File: src/hw/dpr_defs.svh
// Register map, field positions and timing constants of the loop ratio control block
`ifndef DPR_DEFS_SVH
`define DPR_DEFS_SVH

// ======================================================================
// Register offsets (byte addresses on the bus)
`define DPR_ADR_W          8
`define DPR_OFF_IEN_CLR    8'h00
`define DPR_OFF_IEN_SET    8'h04
`define DPR_OFF_IRQ_FLAG   8'h08
`define DPR_OFF_STATUS     8'h0c
`define DPR_OFF_CTRL_B     8'h10

// ======================================================================
// Interrupt bit positions, shared by enable and flag registers
`define DPR_IRQ_LO         8
`define DPR_IRQ_HI         11
`define DPR_IRQ_N          4
`define DPR_IRQ_RATIO      3
`define DPR_IRQ_TIMEOUT    2
`define DPR_IRQ_LFALL      1
`define DPR_IRQ_LRISE      0

// ======================================================================
// Status bit positions
`define DPR_ST_LOCK        0
`define DPR_ST_TMR_BUSY    1
`define DPR_ST_REF_FAST    2

// ======================================================================
// Control register
`define DPR_CTRL_RESET     32'h0000_0000
`define DPR_CTRL_WMASK     32'h07ff_173f
`define DPR_REF_SLOW       2'h0
`define DPR_REF_FAST       2'h1
`define DPR_LT_NONE        3'h0
`define DPR_LT_MIN         3'h4
`define DPR_LT_BASE_MS     4'h8

// ======================================================================
// Timing
`define DPR_CLK_PERIOD_NS  8
`define DPR_MS_NS          1000000
`define DPR_SYNC_STAGES    3

`endif

File: src/hw/dpr_pkg.sv
// Types shared by the loop ratio control block
package dpr_pkg;

   // Control register B layout, most significant field first
   typedef struct packed {
      logic [4:0]  rsvd_hi;
      logic [10:0] ref_divider;
      logic [2:0]  rsvd_b;
      logic        lock_signal_override;
      logic        rsvd_a;
      logic [2:0]  lock_timeout_select;
      logic [1:0]  rsvd_c;
      logic [1:0]  loop_reference_select;
      logic [3:0]  loop_tune;
   } dpr_ctrl_t;

   typedef enum logic [2:0] {
      DPR_TMR_IDLE = 3'b001,
      DPR_TMR_WAIT = 3'b010,
      DPR_TMR_DONE = 3'b100
   } dpr_tmr_state_t;

endpackage : dpr_pkg

File: src/hw/dpr_ref_div.sv
// Divider for the fast crystal reference: output toggles every (div+1) rising crystal edges
`timescale 1ns/1ps
`default_nettype none
`include "dpr_defs.svh"

module dpr_ref_div (
   input  wire logic        clk_i,
   input  wire logic        rst_i,
   input  wire logic        run_i,
   input  wire logic        tick_i,
   input  wire logic [10:0] div_i,
   output logic             ref_o
);

   logic [10:0] cnt_q;
   logic        ref_q;

   // Held at rest while the slow crystal is the reference
   always_ff @(posedge clk_i) begin
      if (rst_i || !run_i) begin
         cnt_q <= 11'h000;
      end else if (tick_i) begin
         cnt_q <= (cnt_q >= div_i) ? 11'h000 : cnt_q + 11'h001;
      end
   end

   // Two toggles per period give f / (2 * (div + 1))
   always_ff @(posedge clk_i) begin
      if (rst_i || !run_i) begin
         ref_q <= 1'b0;
      end else if (tick_i && cnt_q >= div_i) begin
         ref_q <= ~ref_q;
      end
   end

   assign ref_o = ref_q;

   a_div_toggle: assert property (@(posedge clk_i) disable iff (rst_i)
      (run_i && tick_i && cnt_q == div_i) |=> (ref_o != $past(ref_o)))
      else $error("Divider did not toggle at terminal count");

endmodule : dpr_ref_div

`default_nettype wire

File: src/hw/dpr_lock_timer.sv
// Lock timeout timer: counts milliseconds from loop enable until lock or timeout
`timescale 1ns/1ps
`default_nettype none
`include "dpr_defs.svh"

module dpr_lock_timer #(
   parameter int unsigned MS_CYCLES = `DPR_MS_NS / `DPR_CLK_PERIOD_NS
) (
   input  wire logic       clk_i,
   input  wire logic       rst_i,
   input  wire logic       enable_i,
   input  wire logic       locked_i,
   input  wire logic [2:0] lock_timeout_select_i,
   output logic            timeout_o,
   output logic            busy_o
);

   localparam int unsigned CW = (MS_CYCLES > 1) ? $clog2(MS_CYCLES) : 1;

   dpr_pkg::dpr_tmr_state_t state_q;
   logic [CW-1:0]           pre_q;
   logic [3:0]              ms_q;
   logic                    timeout_q;
   logic [2:0]              lt_off;
   logic [3:0]              limit;
   logic                    ms_tick;
   logic                    armed;

   // Codes below the first timeout code (0 and the reserved ones) never time out
   assign armed   = (lock_timeout_select_i >= `DPR_LT_MIN);
   assign lt_off  = lock_timeout_select_i - `DPR_LT_MIN;
   assign limit   = `DPR_LT_BASE_MS + {1'b0, lt_off};
   assign ms_tick = (pre_q == CW'(MS_CYCLES - 1));

   always_ff @(posedge clk_i) begin
      if (rst_i) begin
         state_q <= dpr_pkg::DPR_TMR_IDLE;
      end else begin
         case (state_q)
            dpr_pkg::DPR_TMR_IDLE: begin
               if (enable_i && armed && !locked_i) state_q <= dpr_pkg::DPR_TMR_WAIT;
            end
            dpr_pkg::DPR_TMR_WAIT: begin
               if (!enable_i || !armed) state_q <= dpr_pkg::DPR_TMR_IDLE;
               else if (locked_i) state_q <= dpr_pkg::DPR_TMR_DONE;
               else if (ms_tick && ms_q + 4'h1 >= limit) state_q <= dpr_pkg::DPR_TMR_DONE;
            end
            dpr_pkg::DPR_TMR_DONE: begin
               if (!enable_i) state_q <= dpr_pkg::DPR_TMR_IDLE;
            end
            default: state_q <= dpr_pkg::DPR_TMR_IDLE;
         endcase
      end
   end

   always_ff @(posedge clk_i) begin
      if (rst_i || state_q != dpr_pkg::DPR_TMR_WAIT) begin
         pre_q <= '0;
         ms_q  <= 4'h0;
      end else begin
         pre_q <= ms_tick ? '0 : pre_q + CW'(1);
         if (ms_tick) ms_q <= ms_q + 4'h1;
      end
   end

   always_ff @(posedge clk_i) begin
      if (rst_i) begin
         timeout_q <= 1'b0;
      end else begin
         timeout_q <= (state_q == dpr_pkg::DPR_TMR_WAIT) && enable_i && armed && !locked_i
                      && ms_tick && (ms_q + 4'h1 >= limit);
      end
   end

   assign timeout_o = timeout_q;
   assign busy_o    = (state_q == dpr_pkg::DPR_TMR_WAIT);

   a_tmr_no_reserved: assert property (@(posedge clk_i) disable iff (rst_i)
      (lock_timeout_select_i < `DPR_LT_MIN) |=> !busy_o)
      else $error("Timer ran with a non-timeout lock time code");

endmodule : dpr_lock_timer

`default_nettype wire

File: src/hw/dpr_ctrl_top.sv
// Loop ratio control block: bus registers, interrupt enables, lock and reference control
`timescale 1ns/1ps
`default_nettype none
`include "dpr_defs.svh"

module dpr_ctrl_top #(
   parameter int unsigned MS_CYCLES = `DPR_MS_NS / `DPR_CLK_PERIOD_NS
) (
   input  wire logic                   clk_i,
   input  wire logic                   rst_i,
   input  wire logic                   wb_cyc_i,
   input  wire logic                   wb_stb_i,
   input  wire logic                   wb_we_i,
   input  wire logic [`DPR_ADR_W-1:0]  wb_adr_i,
   input  wire logic [3:0]             wb_sel_i,
   input  wire logic [31:0]            wb_dat_i,
   output logic      [31:0]            wb_dat_o,
   output logic                        wb_ack_o,
   input  wire logic                   loop_enable_i,
   input  wire logic                   ratio_done_i,
   input  wire logic                   pll_lock_raw_i,
   input  wire logic                   fast_crystal_source_i,
   input  wire logic                   slow_crystal_source_i,
   output logic                        loop_ref_o,
   output logic                        loop_lock_o,
   output logic      [3:0]             loop_tune_o,
   output logic                        irq_o
);

   // ======================================================================
   // Input synchronisers
   localparam int unsigned NSYNC = 3;
   localparam int unsigned SI_LOCK = 0;
   localparam int unsigned SI_FAST = 1;
   localparam int unsigned SI_SLOW = 2;

   logic [NSYNC-1:0] async_in;
   logic [NSYNC-1:0] stable_q;

   assign async_in = {slow_crystal_source_i, fast_crystal_source_i, pll_lock_raw_i};

   // A change is accepted only once the second and third stages agree
   genvar gi;
   generate
      for (gi = 0; gi < NSYNC; gi++) begin : g_sync
         logic [`DPR_SYNC_STAGES-1:0] sh_q;
         always_ff @(posedge clk_i) begin
            if (rst_i) begin
               sh_q        <= '0;
               stable_q[gi] <= 1'b0;
            end else begin
               sh_q <= {sh_q[`DPR_SYNC_STAGES-2:0], async_in[gi]};
               if (sh_q[1] == sh_q[2]) stable_q[gi] <= sh_q[2];
            end
         end
      end
   endgenerate

   // ======================================================================
   // Bus slave: one wait state, ack for one cycle, write lands on the ack edge
   logic        ack_q;
   logic [31:0] rdat_q;
   logic        req;
   logic        wr_acc;
   logic [31:0] be_mask;
   logic [31:0] wdat;
   logic        wr_ien_clr;
   logic        wr_ien_set;
   logic        wr_flag;
   logic        wr_ctrl;

   assign req     = wb_cyc_i && wb_stb_i;
   assign wr_acc  = req && wb_we_i && ack_q;
   assign be_mask = {{8{wb_sel_i[3]}}, {8{wb_sel_i[2]}}, {8{wb_sel_i[1]}}, {8{wb_sel_i[0]}}};
   assign wdat    = wb_dat_i & be_mask;

   assign wr_ien_clr = wr_acc && (wb_adr_i == `DPR_OFF_IEN_CLR);
   assign wr_ien_set = wr_acc && (wb_adr_i == `DPR_OFF_IEN_SET);
   assign wr_flag    = wr_acc && (wb_adr_i == `DPR_OFF_IRQ_FLAG);
   assign wr_ctrl    = wr_acc && (wb_adr_i == `DPR_OFF_CTRL_B);

   always_ff @(posedge clk_i) begin
      if (rst_i) begin
         ack_q <= 1'b0;
      end else begin
         ack_q <= req && !ack_q;
      end
   end

   // ======================================================================
   // Control register B
   dpr_pkg::dpr_ctrl_t ctrl_q;

   // Reserved bits cannot be set, so they always read back as zero
   always_ff @(posedge clk_i) begin
      if (rst_i) begin
         ctrl_q <= `DPR_CTRL_RESET;
      end else if (wr_ctrl) begin
         ctrl_q <= (ctrl_q & ~(be_mask & `DPR_CTRL_WMASK)) | (wdat & `DPR_CTRL_WMASK);
      end
   end

   assign loop_tune_o = ctrl_q.loop_tune;

   // ======================================================================
   // Interrupt enables: separate set and clear views of one register
   logic [`DPR_IRQ_N-1:0] ien_q;
   logic [`DPR_IRQ_N-1:0] ien_wset;
   logic [`DPR_IRQ_N-1:0] ien_wclr;
   logic                  loop_ratio_done_irq_en;
   logic                  lock_timeout_irq_en;
   logic                  lock_lost_irq_en;

   assign ien_wset = wr_ien_set ? wdat[`DPR_IRQ_HI:`DPR_IRQ_LO] : '0;
   assign ien_wclr = wr_ien_clr ? wdat[`DPR_IRQ_HI:`DPR_IRQ_LO] : '0;

   // A zero written to either view leaves the enable as it was
   always_ff @(posedge clk_i) begin
      if (rst_i) begin
         ien_q <= '0;
      end else begin
         ien_q <= (ien_q | ien_wset) & ~ien_wclr;
      end
   end

   assign loop_ratio_done_irq_en = ien_q[`DPR_IRQ_RATIO];
   assign lock_timeout_irq_en    = ien_q[`DPR_IRQ_TIMEOUT];
   assign lock_lost_irq_en       = ien_q[`DPR_IRQ_LFALL];

   // ======================================================================
   // Lock indication
   logic lock_eff;
   logic lock_q;

   assign lock_eff = ctrl_q.lock_signal_override || stable_q[SI_LOCK];

   always_ff @(posedge clk_i) begin
      if (rst_i) begin
         lock_q <= 1'b0;
      end else begin
         lock_q <= lock_eff;
      end
   end

   assign loop_lock_o = lock_q;

   // ======================================================================
   // Lock timeout
   logic tmr_timeout;
   logic tmr_busy;

   dpr_lock_timer #(
      .MS_CYCLES (MS_CYCLES)
   ) u_timer (
      .clk_i     (clk_i),
      .rst_i     (rst_i),
      .enable_i  (loop_enable_i),
      .locked_i  (lock_eff),
      .lock_timeout_select_i   (ctrl_q.lock_timeout_select),
      .timeout_o (tmr_timeout),
      .busy_o    (tmr_busy)
   );

   // ======================================================================
   // Reference selection
   logic fast_sel;
   logic fast_prev_q;
   logic fast_tick;
   logic div_ref;
   logic ref_q;

   assign fast_sel  = (ctrl_q.loop_reference_select == `DPR_REF_FAST);
   assign fast_tick = stable_q[SI_FAST] && !fast_prev_q;

   always_ff @(posedge clk_i) begin
      if (rst_i) begin
         fast_prev_q <= 1'b0;
      end else begin
         fast_prev_q <= stable_q[SI_FAST];
      end
   end

   // The divider is parked while the slow crystal drives the loop
   dpr_ref_div u_div (
      .clk_i  (clk_i),
      .rst_i  (rst_i),
      .run_i  (fast_sel),
      .tick_i (fast_tick),
      .div_i  (ctrl_q.ref_divider),
      .ref_o  (div_ref)
   );

   // Codes 2 and 3 fall back to the slow crystal rather than stopping the loop
   always_ff @(posedge clk_i) begin
      if (rst_i) begin
         ref_q <= 1'b0;
      end else begin
         ref_q <= fast_sel ? div_ref : stable_q[SI_SLOW];
      end
   end

   assign loop_ref_o = ref_q;

   // ======================================================================
   // Interrupt flags: hardware set wins over a same-cycle software clear
   logic [`DPR_IRQ_N-1:0] flag_q;
   logic [`DPR_IRQ_N-1:0] flag_set;
   logic [`DPR_IRQ_N-1:0] flag_clr;

   always_comb begin
      flag_set                   = '0;
      flag_set[`DPR_IRQ_RATIO]   = ratio_done_i;
      flag_set[`DPR_IRQ_TIMEOUT] = tmr_timeout;
      flag_set[`DPR_IRQ_LFALL]   = lock_q && !lock_eff;
      flag_set[`DPR_IRQ_LRISE]   = !lock_q && lock_eff;
   end

   assign flag_clr = wr_flag ? wdat[`DPR_IRQ_HI:`DPR_IRQ_LO] : '0;

   always_ff @(posedge clk_i) begin
      if (rst_i) begin
         flag_q <= '0;
      end else begin
         flag_q <= (flag_q & ~flag_clr) | flag_set;
      end
   end

   assign irq_o = |(flag_q & ien_q);

   // ======================================================================
   // Read data, captured in the request cycle and presented with ack
   logic [31:0] rdat_d;
   logic [31:0] status;

   always_comb begin
      status                    = '0;
      status[`DPR_ST_LOCK]      = lock_q;
      status[`DPR_ST_TMR_BUSY]  = tmr_busy;
      status[`DPR_ST_REF_FAST]  = fast_sel;
   end

   always_comb begin
      rdat_d = '0;
      case (wb_adr_i)
         `DPR_OFF_IEN_CLR:  rdat_d[`DPR_IRQ_HI:`DPR_IRQ_LO] = ien_q;
         `DPR_OFF_IEN_SET:  rdat_d[`DPR_IRQ_HI:`DPR_IRQ_LO] = ien_q;
         `DPR_OFF_IRQ_FLAG: rdat_d[`DPR_IRQ_HI:`DPR_IRQ_LO] = flag_q;
         `DPR_OFF_STATUS:   rdat_d = status;
         `DPR_OFF_CTRL_B:   rdat_d = ctrl_q;
         default:           rdat_d = '0;
      endcase
   end

   always_ff @(posedge clk_i) begin
      if (rst_i) begin
         rdat_q <= '0;
      end else if (req && !ack_q) begin
         rdat_q <= rdat_d;
      end
   end

   assign wb_dat_o = rdat_q;
   assign wb_ack_o = ack_q;

   // ======================================================================
   // Checks
   a_ien_ratio_set: assert property (@(posedge clk_i) disable iff (rst_i)
      (wr_ien_set && wdat[`DPR_IRQ_LO + `DPR_IRQ_RATIO]) |=> loop_ratio_done_irq_en)
      else $error("Ratio-done enable not set by write of one");

   a_ien_timeout_set: assert property (@(posedge clk_i) disable iff (rst_i)
      (wr_ien_set && wdat[`DPR_IRQ_LO + `DPR_IRQ_TIMEOUT]) |=> lock_timeout_irq_en)
      else $error("Timeout enable not set by write of one");

   a_ien_lfall_set: assert property (@(posedge clk_i) disable iff (rst_i)
      (wr_ien_set && wdat[`DPR_IRQ_LO + `DPR_IRQ_LFALL]) |=> lock_lost_irq_en)
      else $error("Lock-lost enable not set by write of one");

   a_ien_zero_keeps: assert property (@(posedge clk_i) disable iff (rst_i)
      (wr_ien_set && !wdat[`DPR_IRQ_LO + `DPR_IRQ_TIMEOUT]) |=>
      (lock_timeout_irq_en == $past(lock_timeout_irq_en)))
      else $error("Zero written to enable-set changed an enable");

   a_irq_on_event: assert property (@(posedge clk_i) disable iff (rst_i)
      (tmr_timeout && lock_timeout_irq_en && !wr_ien_clr) |=> irq_o)
      else $error("Enabled timeout event raised no interrupt");

   a_irq_masked: assert property (@(posedge clk_i) disable iff (rst_i)
      (ien_q == '0) |-> !irq_o)
      else $error("Interrupt raised with all enables clear");

   a_bypass_lock: assert property (@(posedge clk_i) disable iff (rst_i)
      ctrl_q.lock_signal_override |=> loop_lock_o)
      else $error("Lock not held asserted under bypass");

   a_lock_follows: assert property (@(posedge clk_i) disable iff (rst_i)
      !ctrl_q.lock_signal_override |=> (loop_lock_o == $past(stable_q[SI_LOCK])))
      else $error("Lock output does not follow the real lock");

   a_ref_slow_path: assert property (@(posedge clk_i) disable iff (rst_i)
      (ctrl_q.loop_reference_select == `DPR_REF_SLOW) |=> (loop_ref_o == $past(stable_q[SI_SLOW])))
      else $error("Slow crystal not routed to the reference");

   a_ack_single: assert property (@(posedge clk_i) disable iff (rst_i)
      wb_ack_o |=> !wb_ack_o)
      else $error("Ack held for more than one cycle");

endmodule : dpr_ctrl_top

`default_nettype wire

File: config.mk
export PLATFORM = sky130hd
export DESIGN_NAME = dpr_ctrl_top
export DESIGN_NICKNAME = d
export VERILOG_FILES = /design/src/hw/dpr_pkg.sv /design/src/hw/dpr_ref_div.sv /design/src/hw/dpr_lock_timer.sv /design/src/hw/dpr_ctrl_top.sv
export VERILOG_INCLUDE_DIRS = /design/src /design/src/hw
export SDC_FILE = /design/constraint.sdc
export NUM_CORES = 1
export LEC_CHECK = 0
export BUFFER_PORTS_ARGS = -buffer_cell sky130_fd_sc_hd__buf_2
export CAP_MARGIN = 20
export CORE_ASPECT_RATIO = 0.5
export CORE_UTILIZATION = 50
export DETAILED_ROUTE_END_ITERATION = 12
export GPL_TIMING_DRIVEN = 0
export PLACE_DENSITY = 0.78
export SLEW_MARGIN = 20
export SYNTH_ARGS = -nofsm -noshare
export SYNTH_HDL_FRONTEND = slang
export SYNTH_HIERARCHICAL = 1
export SYNTH_SLANG_ARGS = --single-unit
File: constraint.sdc
create_clock -name clk_i -period 1.9 [get_ports clk_i]
set_input_delay 0.285 -clock clk_i [delete_from_list [all_inputs] [get_ports clk_i]]
set_output_delay 0.285 -clock clk_i [all_outputs]
set_load 0.05 [all_outputs]
Word-level counts from Yosys, hierarchy flattened
Index checks and enable logic that the tools add are counted.

cells by class
  magnitude comparators = 3
  add/sub/neg operators = 5
  eq/ne operators = 16
  multiplexer cells = 14
  reduce and logical (&&, ||, !) cells = 36
  bitwise logic cells = 12

operator list
  cell                                                                    number
  32-bit bitwise AND                                                      1
  27-bit NOT with 32-bit output                                           1
  32-bit by 27-bit bitwise OR with 32-bit output                          1
  27-bit bitwise AND                                                      1
  1-bit logical AND                                                       20
  20-bit 2-to-1 mux                                                       1
  17-bit by 1-bit adder with 17-bit output (second input constant)        1
  17-bit equality test (second input constant)                            1
  8-bit by 4-bit equality test with 1-bit output (second input constant)  2
  8-bit one-hot mux with 2 select lines                                   1
  3-bit 2-to-1 mux                                                        5
  4-bit bitwise AND                                                       3
  4-bit 2-to-1 mux                                                        3
  4-bit one-hot mux with 3 select lines                                   1
  11-bit by 1-bit adder with 11-bit output (second input constant)        1
  11-bit greater-or-equal comparator                                      1
  11-bit 2-to-1 mux                                                       1
  3-bit one-hot mux with 3 select lines                                   1
  8-bit by 3-bit equality test with 1-bit output (second input constant)  1
  8-bit by 5-bit equality test with 1-bit output (second input constant)  1
  8-bit zero test                                                         1
  4-bit NOT                                                               2
  4-bit bitwise OR                                                        2
  1-bit zero test                                                         7
  other kinds (20)                                                        26

word-level totals
  input port bits = 54
  register bits = 125
  output and inout bits = 40
  logic and storage cells = 114

Longest topological paths before layout
Gate-level depths: netlist (run 1).

  depth in word-level cells = 8
  depth in mapped cells = 7

Cells and area by module
Netlist (run 1), hierarchy kept.

modules (own cells, without submodules)
  module          cells an instance  area each (um^2)  instances
  dpr_ctrl_top    292                2748.9            1
  dpr_lock_timer  142                1260.0            1
  dpr_ref_div     98                 817.0             1

Worst setup path before layout (run 1)
No wires, ideal clock.

  path kind = register to register
  from = reg u_timer.pre_q[7]
  to = reg u_timer.timeout_q, in the netlist u_timer/timeout_o
  data required time = 1.812 ns
  slack = -0.186 ns
  buffers on the path = 1
  arrival time = 1.998 ns
  stages on the path, launching flop included = 6
  cells stage by stage = dfxtp_1 > or4_1 > or3_1 > buf_6 > or4_4 > nor4_2

between the ends
  longest elaborated chain between the ends = 3

ends and longest elaborated chain
  element                         line                  RTL
  from (decl)                     dpr_lock_timer.sv:21  logic [CW-1:0] pre_q;
  from (signal assigned)          dpr_lock_timer.sv:61  pre_q <= ms_tick ? '0 : pre_q + CW'(1);
  17-bit equality test            dpr_lock_timer.sv:33  assign ms_tick = (pre_q == CW'(MS_CYCLES - 1));
  1-bit logical AND (2 in a row)  dpr_lock_timer.sv:71  && ms_tick && (ms_q + 4'h1 >= limit);
  to (signal assigned)            dpr_lock_timer.sv:70  timeout_q <= (state_q == dpr_pkg::DPR_TMR_WAIT) && enable_i && armed && !locked_i
  to (decl)                       dpr_lock_timer.sv:23  logic timeout_q;

No other way between the ends.
A chain may end at the register's enable or synchronous reset.

Worst setup path in the final report (run 1)
  from = reg u_timer.pre_q[7]
  to = reg u_timer.ms_q[3]

between the ends
  longest elaborated chain between the ends = 1

ends and longest elaborated chain
  element               line                  RTL
  17-bit equality test  dpr_lock_timer.sv:33
  to (signal assigned)  dpr_lock_timer.sv:62  if (ms_tick) ms_q <= ms_q + 4'h1;
  to (decl)             dpr_lock_timer.sv:22  logic [3:0] ms_q;

No other way between the ends.

==> run summary, run 1 <==
### Worst setup path
* Crit Path Max Fanout: 5
* cells along the critical path: or4_4 -> or3_4 -> or4_4 -> a21oi_2
* startpoint types: flop
* Critical Path Max Stage Delay: 0.53 ns
* Buf+Inv Stages, Crit Path: 0
* Most Frequent Cell on Critical Path: or4_4
* category of cells accounting for the largest share of critical-path delay: simple AND/OR/NAND/NOR gates
* data required time of the worst path: 2.18 ns
* critical path endpoint category: flop
* slowest cell on the critical path: or4_4
* worst setup path category: flop to flop
* critical path data arrival time: 2.21 ns

### Timing
* Max-Slew Margin vs Limit: 53.8%
* Final WS setup: -0.0237 ns
* Final TNS setup: -0.0461 ns
* Max Clock Freq: 0.520 GHz
* number of pins with negative max-slew slack in the final report: 0
* unrepaired setup endpoints after global routing: yes
* setup-violating endpoint count in the final report: 5
* part of the cycle the worst path needs: 101%
* Layout Skew: 0.00523 ns
* worst slew pin tran: 0.692 ns
* final period demand of the worst path: 1.92 ns
* number of failing hold endpoints at the final stage: 0

### Synth
* XOR/XNOR share of the synthesized area: 4.17%
* Simple-Gate Fraction of Synth Area: 25.8%
* share of the synthesized area in compound gates (AO/OA/AOI/OAI): 10.8%
* cell types occupying the most area after synthesis: dfxtp_1, nor2_1, mux2i_1
* Mapped Area: 0.00483 mm2
* Unique masters post-synth: 56
* Synth Register Bits: 104
* number of standard cells after synthesis: 532
* synthesized-area fraction occupied by adder cells: 4.41%
* most used flip-flop cell after synthesis: dfxtp_1
* Warnings, synthesis: 6
* sequential element share of the synthesized area: 43.1%
* mux contribution to synthesized area: 5.83%
* largest family of logic cells by synthesized area: simple AND/OR/NAND/NOR gates
* fraction of post-synthesis cell area in the top cell type by area: 43.1%
* area leader, netlist: dfxtp_1
* asr flop ratio synth: 0%
* EDFF count, synth: 0
* mean area per synthesized cell: 9.07 um2

### Status
* failing checks: setup timing
* result of the run: finished, violations left

### Placed design
* hpwl dp: 7870 um
* global placer's final weighted congestion: 0.837
* pre-CTS worst setup slack: -0.541 ns
* input/output buffers: 73
* Cell Count Post-Placement: 744

### Pwr
* Static Leakage: 2.33 nW
* maximum resistive drop on vdd: 0.000525 V
* share of power burned in combinational logic: 5.7%
* power spent charging and discharging nets: 0.000976 W
* relative contribution of sequential cells to total power: 49.9%
* Switching Share: 22.2%
* overall power of the completed layout: 0.00440 W
* power share of the clock group: 44.3%
* Pint: 0.00343 W
* Power per Cell Area: 732 mW/mm2

### Global route
* antenna violations before repair: 1
* pin count of the biggest net entering global routing: 17
* All-Layer GR Usage: 22.8%
* Remaining Overflow, GRT: 0
* first-pass GRT wire length: 18,000 um
* number of global-route vias before repair: 3,821

### Finish
* synthesis-to-layout area growth: 24.6%
* count of antenna diodes in the layout: 0
* fraction of final layout cells with drive strength greater than 1: 25.1%
* post-route non-filler standard cell count: 772
* final core utilization: 66.5%
* Final nets: 709

### Worst hold path
* Worst Hold Class: primary input to flop

### Die
* standard-cell row count: 24
* area inside the core boundary: 0.00904 mm2
* initial core utilization: 53.4%
* Die ar.: 0.0101 mm2
* ports placed on the boundary: 94
* Die Ht: 71.5 um
* Die X: 141 um

### Route
* post-DR vias/cell: 5.41
* number of iterations in the first detailed-routing pass: 5
* DRC violation count after routing: 0
* number of DRC violations after detailed-routing iteration 0: 178
* number of nets still failing antenna checks after routing: 0
* drt wl/cell: 14.6 um
* via count: 4,175
* drt total wl: 11,300 um

### Clock network
* CTS tree: done
* total CTS buffers: 9
* deepest level of the CTS H-tree: 3
* root cell of the clock tree: clkbuf_16
* deepest clock path buffer count: 2
* worst skew pair latency: 0.35 ns
* clock-pin slew reported for the worst setup and hold paths after clock tree synthesis: 0.07 ns
* number of buffers inserted by hold repair at cts: 0
* number of sinks driven by the clock tree: 104

### Run
* max capacitance violation total: 0

==> placed cells by master (no fill, tap or decap), types with 3 or more instances in the layout <==
cell type | netlist | final
dfxtp_1 | 104 | 97
nor2_1 | 74 | 74
buf_2 | 3 | 74
mux2i_1 | 27 | 27
buf_4 | 14 | 25
nand2_1 | 23 | 23
inv_1 | 21 | 21
a21oi_1 | 23 | 21
a22oi_1 | 20 | 20
nor2b_1 | 16 | 15
clkbuf_1 | 15 | 14
ha_1 | 17 | 14
xor2_1 | 13 | 13
nor3_1 | 13 | 12
nand3b_1 | 11 | 11
o21ai_0 | 11 | 11
nand2b_1 | 11 | 11
nand3_1 | 13 | 11
nand4_1 | 10 | 10
conb_1 | 1 | 10
xnor2_1 | 10 | 10
clkbuf_16 | 0 | 9
a211oi_1 | 8 | 8
and3_1 | 7 | 7
or4_1 | 9 | 6
nor4_1 | 9 | 6
dfxtp_2 | 0 | 5
nor4_4 | 2 | 4
or4_4 | 1 | 4
nor4_2 | 3 | 4
o21ai_1 | 4 | 4
buf_6 | 1 | 3
nor3b_1 | 3 | 3
o31ai_1 | 3 | 3
==> cell families (layout without fill, tap and decap cells) <==
family | after synthesis | after routing
buf+inv | 57 | 158
other cells | 1 | 10
simple gates | 223 | 223
xor+xnor | 23 | 23
compound gates | 79 | 79
flops | 104 | 104
mux | 28 | 28
fa+ha+maj | 17 | 17
==> synth_stat cells, types with 10 or more instances <==
cell type  instances
nand3_1           13
dfxtp_1          104
xor2_1            13
nor2b_1           16
mux2i_1           27
ha_1              17
a21oi_1           23
o21ai_0           11
a22oi_1           20
clkbuf_1          15
inv_1             21
nor2_1            74
xnor2_1           10
buf_4             14
nand3b_1          11
nand4_1           10
nor3_1            13
nand2_1           23
nand2b_1          11
==> layout make-up <==
| cell class | count | area, um2 |
|---|---|---|
| Buffer | 34 | 219 |
| Clock buffer | 10 | 229 |
| Clock inverter | 5 | 81.3 |
| Fill cell | 727 | 3020 |
| Inverter | 22 | 82.6 |
| Multi-Input combinational cell | 380 | 2650 |
| Sequential cell | 104 | 2100 |
| Tap cell | 130 | 163 |
| Timing Repair Buffer | 87 | 499 |
==> worst reg2reg max path: cells and delay by family, from the launching register on <==
kind / cells / cell delay (ns)
DFF: 1 / 0.35
and+or+nand+nor: 3 / 1.40
AOI/OAI and AO/OA: 1 / 0.12
==> worst paths after layout <==
path | depth (start not counted) | end | start | slack, ns
worst min register to register | 1 | g_sync[0].sh_q[1] | g_sync[0].sh_q[0] | 0.44
worst max register to register | 4 | u_timer/ms_q[3] | u_timer/pre_q[7] | -0.02
worst min-delay path | 2 | g_sync[2].sh_q[0] | slow_crystal_source_i | 0.15
worst max-delay path | 4 | u_timer/ms_q[3] | u_timer/pre_q[7] | -0.02
==> timing repair <==
item / in CTS / in global routing
setup endpoints to repair: 52 / 57
pin swaps: 6 / 7
resized for setup: 15 / 23
setup buffers: 9 / 5
==> power by group through the flow <==
| stage | logic, W | registers (W) | clock network, W |
|---|---|---|---|
| final | 0.000252 | 0.00220 | 0.00195 |
| after global routing | 0.000269 | 0.00220 | 0.00207 |
| after CTS | 0.000246 | 0.00220 | 0.00200 |
| after detailed placement | 0.000243 | 0.00225 | 0 |
| after global placement | 0.000241 | 0.00225 | 0 |
| after floorplan | 0.000138 | 0.00227 | 0 |
==> per-layer routing <==
| layer | share of wire [%] | global-route usage, % |
|---|---|---|
| met1 | 45 | 27.5 |
| met2 | 49 | 39.6 |
| met3 | 4.7 | 5.28 |
| met4 | 1.9 | 10.0 |
| met5 | 0.089 | 0 |
==> metrics by stage <==
step | area, um2 | hold slack, ns
after CTS | 5870 | 0.135
after global routing | 6010 | 0.145
after detailed placement | 5420 | 0.434
after floorplan | 4900 | 0.394
after global placement | 5420 | 0.421
final | 6010 | 0.147
No activity file was read; power rests on OpenSTA's default activity.
==> inputs of run 2 (changes only) <==
--- a/config.mk
+++ b/config.mk
@@ -9,10 +9,10 @@
 export BUFFER_PORTS_ARGS = -buffer_cell sky130_fd_sc_hd__buf_2
 export CAP_MARGIN = 20
 export CORE_ASPECT_RATIO = 0.5
-export CORE_UTILIZATION = 50
+export CORE_UTILIZATION = 35
 export DETAILED_ROUTE_END_ITERATION = 12
 export GPL_TIMING_DRIVEN = 0
-export PLACE_DENSITY = 0.78
+export PLACE_DENSITY = 0.57
 export SLEW_MARGIN = 20
 export SYNTH_ARGS = -nofsm -noshare
 export SYNTH_HDL_FRONTEND = slang
==> constraint.sdc (replaced) <==
create_clock -name clk_i -period 2.46 [get_ports clk_i]
set_input_delay 0.369 -clock clk_i [delete_from_list [all_inputs] [get_ports clk_i]]
set_output_delay 0.369 -clock clk_i [all_outputs]
set_load 0.05 [all_outputs]
==> run summary, run 2 (synthesized netlist as in run 1, its figures left out) <==
### Route
* post-DR vias/cell: 5.00
* number of iterations in the first detailed-routing pass: 4
* via count: 4,002
* number of DRC violations after detailed-routing iteration 0: 174
* number of nets still failing antenna checks after routing: 0
* drt total wl: 11,100 um
* DRC violation count after routing: 0
* drt wl/cell: 13.9 um

### Timing
* Max Clock Freq: 0.455 GHz
* number of pins with negative max-slew slack in the final report: 0
* Post-Route Hold Slack: 0.243 ns
* Layout Skew: 0.00692 ns
* Final TNS setup: 0 ns
* worst slew pin tran: 0.833 ns
* number of failing hold endpoints at the final stage: 0
* setup-violating endpoint count in the final report: 0
* final period demand of the worst path: 2.20 ns
* part of the cycle the worst path needs: 89.4%
* Max-Slew Margin vs Limit: 44.1%
* unrepaired setup endpoints after global routing: no

### Clock network
* total CTS buffers: 9
* CTS tree: done
* root cell of the clock tree: clkbuf_16
* post-CTS setup repair buffer count: 0
* deepest clock path buffer count: 2
* number of sinks driven by the clock tree: 104
* worst skew pair latency: 0.34 ns
* clock-pin slew reported for the worst setup and hold paths after clock tree synthesis: 0.07 ns
* deepest level of the CTS H-tree: 3
* number of buffers inserted by hold repair at cts: 0
* Resized cells post-CTS: 0

### Pwr
* maximum resistive drop on vdd: 0.000278 V
* overall power of the completed layout: 0.00354 W
* Static Leakage: 2.23 nW
* Power per Cell Area: 610 mW/mm2

### Global route
* pin count of the biggest net entering global routing: 18
* antenna violations before repair: 0
* first-pass GRT wire length: 18,400 um
* Remaining Overflow, GRT: 0
* All-Layer GR Usage: 16.3%
* number of global-route vias before repair: 3,686

### Worst setup path
* slowest cell on the critical path: or4_1
* cells along the critical path: or4_1 -> or3_1 -> buf_6 -> or4_4 -> nor4_2
* critical path data arrival time: 2.45 ns
* startpoint types: flop
* Crit Path Max Fanout: 9
* critical path endpoint category: flop
* data required time of the worst path: 2.72 ns
* worst setup path category: flop to flop
* Critical Path Max Stage Delay: 0.56 ns

### Die
* area inside the core boundary: 0.0131 mm2
* Die Ht: 85.0 um
* initial core utilization: 36.9%
* Die X: 168 um
* standard-cell row count: 29
* ports placed on the boundary: 94
* Die ar.: 0.0143 mm2

### Finish
* fraction of final layout cells with drive strength greater than 1: 19.7%
* final core utilization: 44.5%
* most used cells in the layout excluding fill and tap cells: dfxtp_1, buf_2, nor2_1
* synthesis-to-layout area growth: 20.3%
* Final nets: 696
* count of antenna diodes in the layout: 0
* area of all placed cells without fillers: 0.00581 mm2
* # fillers: 1,347
* most common cell after layout, fill and taps aside: dfxtp_1

### Status
* result of the run: complete, no violations

### Worst hold path
* Worst Hold Class: primary input to flop

### Run
* max capacitance violation total: 0

### Placed design
* hpwl dp: 8260 um
* global placer's final weighted congestion: 0.783
* input/output buffers: 73
* placed cell areas: 0.00544 mm2

run 2: critical path, delay by kind of cell, from the launching register on:
kind	cells	cell delay, ns
AND/OR/NAND/NOR	4	1.60
flip-flops	1	0.37
buffers and inverters	1	0.15
run 2: per-layer routing:
| layer | global-route usage (%) | share of wire [%] | wire length (um) | vias up |
|---|---|---|---|---|
| li1 | - | - | - | 2049 |
| met1 | 21.0 | 48 | 5400 | 1888 |
| met2 | 27.5 | 47 | 5240 | 56 |
| met3 | 4.01 | 3.4 | 384 | 9 |
| met4 | 4.13 | 1.1 | 123 | 0 |
| met5 | 0 | 0 | 0 | - |
run 2: cell type report:
cell class | instances | area, um2 | area share (%)
buffer | 35 | 198 | 3.40
clock buffer | 10 | 239 | 4.12
clock inverter | 6 | 115 | 1.98
inverter | 22 | 82.6 | 1.42
multi-input combinational | 380 | 2510 | 43.3
sequential | 104 | 2080 | 35.9
tap | 170 | 213 | 3.66
timing repair buffer | 73 | 365 | 6.29
run 2: metrics by stage:
stage	instances	setup slack, ns
finish	800	0.262
global route	800	0.0668
CTS	800	0.0612
detailed placement	784	-0.134
global placement	784	-0.180
floorplan	541	0.374
run 2: worst paths after layout:
kind	start	to	slack (ns)	cells past startpoint
worst max-delay path	u_timer/pre_q[7]	u_timer/timeout_o	0.26	5
worst max register to register	u_timer/pre_q[7]	u_timer/timeout_o	0.26	5
worst min register to register	g_sync[2].sh_q[0]	g_sync[2].sh_q[1]	0.44	1
worst min-delay path	pll_lock_raw_i	g_sync[0].sh_q[0]	0.24	2
run 2: power breakdown:
part,internal [W],switching (W)
Combinational,0.0000622,0.000127
Sequential,0.00169,0.00000508
Clock,0.00103,0.000628
==> inputs of run 3 (changes only) <==
--- a/config.mk
+++ b/config.mk
@@ -8,11 +8,13 @@
 export LEC_CHECK = 0
 export BUFFER_PORTS_ARGS = -buffer_cell sky130_fd_sc_hd__buf_2
 export CAP_MARGIN = 20
+export CELL_PAD_IN_SITES_DETAIL_PLACEMENT = 1
+export CELL_PAD_IN_SITES_GLOBAL_PLACEMENT = 2
 export CORE_ASPECT_RATIO = 0.5
 export CORE_UTILIZATION = 35
 export DETAILED_ROUTE_END_ITERATION = 12
 export GPL_TIMING_DRIVEN = 0
-export PLACE_DENSITY = 0.57
+export PLACE_DENSITY = 0.85
 export SLEW_MARGIN = 20
 export SYNTH_ARGS = -nofsm -noshare
 export SYNTH_HDL_FRONTEND = slang
==> run summary, run 3 (synthesized netlist as in run 1, its figures left out) <==
### Die
* initial core utilization: 36.9%
* Die ar.: 0.0143 mm2
* Die X: 168 um
* ports placed on the boundary: 94
* area inside the core boundary: 0.0131 mm2
* standard-cell row count: 29
* Die Ht: 85.0 um

### Placed design
* placed cell areas: 0.00544 mm2
* hpwl dp: 9260 um
* global placer's final weighted congestion: 0.760
* input/output buffers: 73

### Timing
* worst slew pin tran: 0.770 ns
* setup-violating endpoint count in the final report: 0
* Layout Skew: 0.00925 ns
* unrepaired setup endpoints after global routing: no
* Max Clock Freq: 0.449 GHz
* final period demand of the worst path: 2.23 ns
* Post-Route Hold Slack: 0.241 ns
* number of failing hold endpoints at the final stage: 0
* number of pins with negative max-slew slack in the final report: 0
* Max-Slew Margin vs Limit: 48.3%
* part of the cycle the worst path needs: 90.6%

### Global route
* first-pass GRT wire length: 20,200 um
* antenna violations before repair: 1
* All-Layer GR Usage: 17.9%
* Remaining Overflow, GRT: 0
* pin count of the biggest net entering global routing: 18
* number of global-route vias before repair: 4,160

### Finish
* most used cells in the layout excluding fill and tap cells: dfxtp_1, buf_2, nor2_1
* synthesis-to-layout area growth: 19.5%
* # fillers: 1,577
* most common cell after layout, fill and taps aside: dfxtp_1
* area of all placed cells without fillers: 0.00577 mm2
* fraction of final layout cells with drive strength greater than 1: 19.4%
* Final nets: 696
* count of antenna diodes in the layout: 0

### Worst setup path
* data required time of the worst path: 2.75 ns
* critical path data arrival time: 2.52 ns
* worst setup path category: flop to flop
* beginning of the worst register-to-register path: wb_ack_o
* setup slack of the worst register-to-register path: 0.23 ns
* r2r endpoint: wb_dat_o[21]
* Crit Path Max Fanout: 10
* critical path endpoint category: flop
* number of cell instances on the worst register-to-register path: 5
* startpoint types: flop

### Route
* number of iterations in the first detailed-routing pass: 4
* number of nets still failing antenna checks after routing: 0
* DRC violation count after routing: 0
* number of DRC violations after detailed-routing iteration 0: 144
* post-DR vias/cell: 5.11
* via count: 4,091
* drt wl/cell: 15.4 um
* drt total wl: 12,300 um

### Clock network
* CTS tree: done
* number of buffers inserted by hold repair at cts: 0
* deepest level of the CTS H-tree: 3
* worst skew pair latency: 0.35 ns
* number of sinks driven by the clock tree: 104
* clock-pin slew reported for the worst setup and hold paths after clock tree synthesis: 0.08 ns
* deepest clock path buffer count: 2
* root cell of the clock tree: clkbuf_16
* total CTS buffers: 9

### Status
* result of the run: complete, no violations

### Worst hold path
* endpoint with the worst hold slack: g_sync[1].sh_q[0]
* number of cells on the worst hold path: 2
* startpoint of the tightest hold check path: fast_crystal_source_i
* Worst Hold Class: primary input to flop

### Pwr
* power spent charging and discharging nets: 0.000807 W
* Pint: 0.00265 W
* share of power burned in combinational logic: 5.5%
* relative contribution of sequential cells to total power: 49.1%
* Power per Cell Area: 600 mW/mm2
* Static Leakage: 2.20 nW
* Switching Share: 23.3%
* maximum resistive drop on vdd: 0.000366 V
* power share of the clock group: 45.4%

### Run
* max capacitance violation total: 0

run 3: how the worst max path moves through the flow:
stage | startpoint | end | slack (ns) | depth (start not counted)
floorplan | u_timer/pre_q[7] | u_timer/timeout_o | 0.37 | 5
global placement | wb_adr_i[1] | wb_dat_o[3] | -0.11 | 6
detailed placement | wb_adr_i[1] | wb_dat_o[24] | -0.15 | 6
CTS | wb_ack_o | wb_dat_o[24] | 0.21 | 5
global route | wb_ack_o | wb_dat_o[3] | 0.05 | 5
finish | wb_ack_o | wb_dat_o[21] | 0.23 | 5
run 3: layout make-up:
class	instances	area, um2	area share (%)
well taps	170	213	3.69
clock inverters	6	92.6	1.61
clock buffers	10	229	3.97
flip-flops and latches	104	2080	36.1
repair buffers	73	365	6.33
plain buffers	35	198	3.43
inverters	22	82.6	1.43
multi-input cells	380	2510	43.4
run 3: power groups by stage:
stage / registers [W] / logic, W / clock network, W
detailed placement: 0.00174 / 0.000189 / 0
CTS: 0.00170 / 0.000191 / 0.00161
global route: 0.00170 / 0.000206 / 0.00167
floorplan: 0.00175 / 0.000104 / 0
global placement: 0.00174 / 0.000189 / 0
finish: 0.00170 / 0.000190 / 0.00157
run 3: timing repair:
| action | in CTS | in global routing |
|---|---|---|
| endpoints found under the setup margin | 1 | 0 |
| resized for setup | 1 | 0 |
| setup buffers | 0 | 0 |
run 3: per-layer routing:
layer  GRT usage (%)  part of all wire [%]  up-vias
met4            4.30                   1.0        2
met5               0                  0.11        -
li1                -                     -     2050
met3            4.34                   2.9       11
met2            32.4                    50       44
met1            21.5                    46     1984
run 3: through the flow:
step / utilization [%] / instances / power (W) / TNS [ns] / setup slack [ns]
finish: 44.2 / 800 / 0.00346 / 0 / 0.231
global route: 44.2 / 800 / 0.00358 / 0 / 0.0455
CTS: 44.2 / 800 / 0.00350 / 0 / 0.213
detailed placement: 41.6 / 784 / 0.00193 / -1.37 / -0.149
global placement: 41.6 / 784 / 0.00193 / -1.11 / -0.114
floorplan: - / 541 / 0.00185 / 0 / 0.374
run 3: critical path: stages, from the launching register on:
cell,delay (ns)
dfxtp_1,0.34
nand3b_1,0.46
nor4_4,0.68
clkbuf_1,0.43
a22oi_1,0.13
nor2_1,0.11
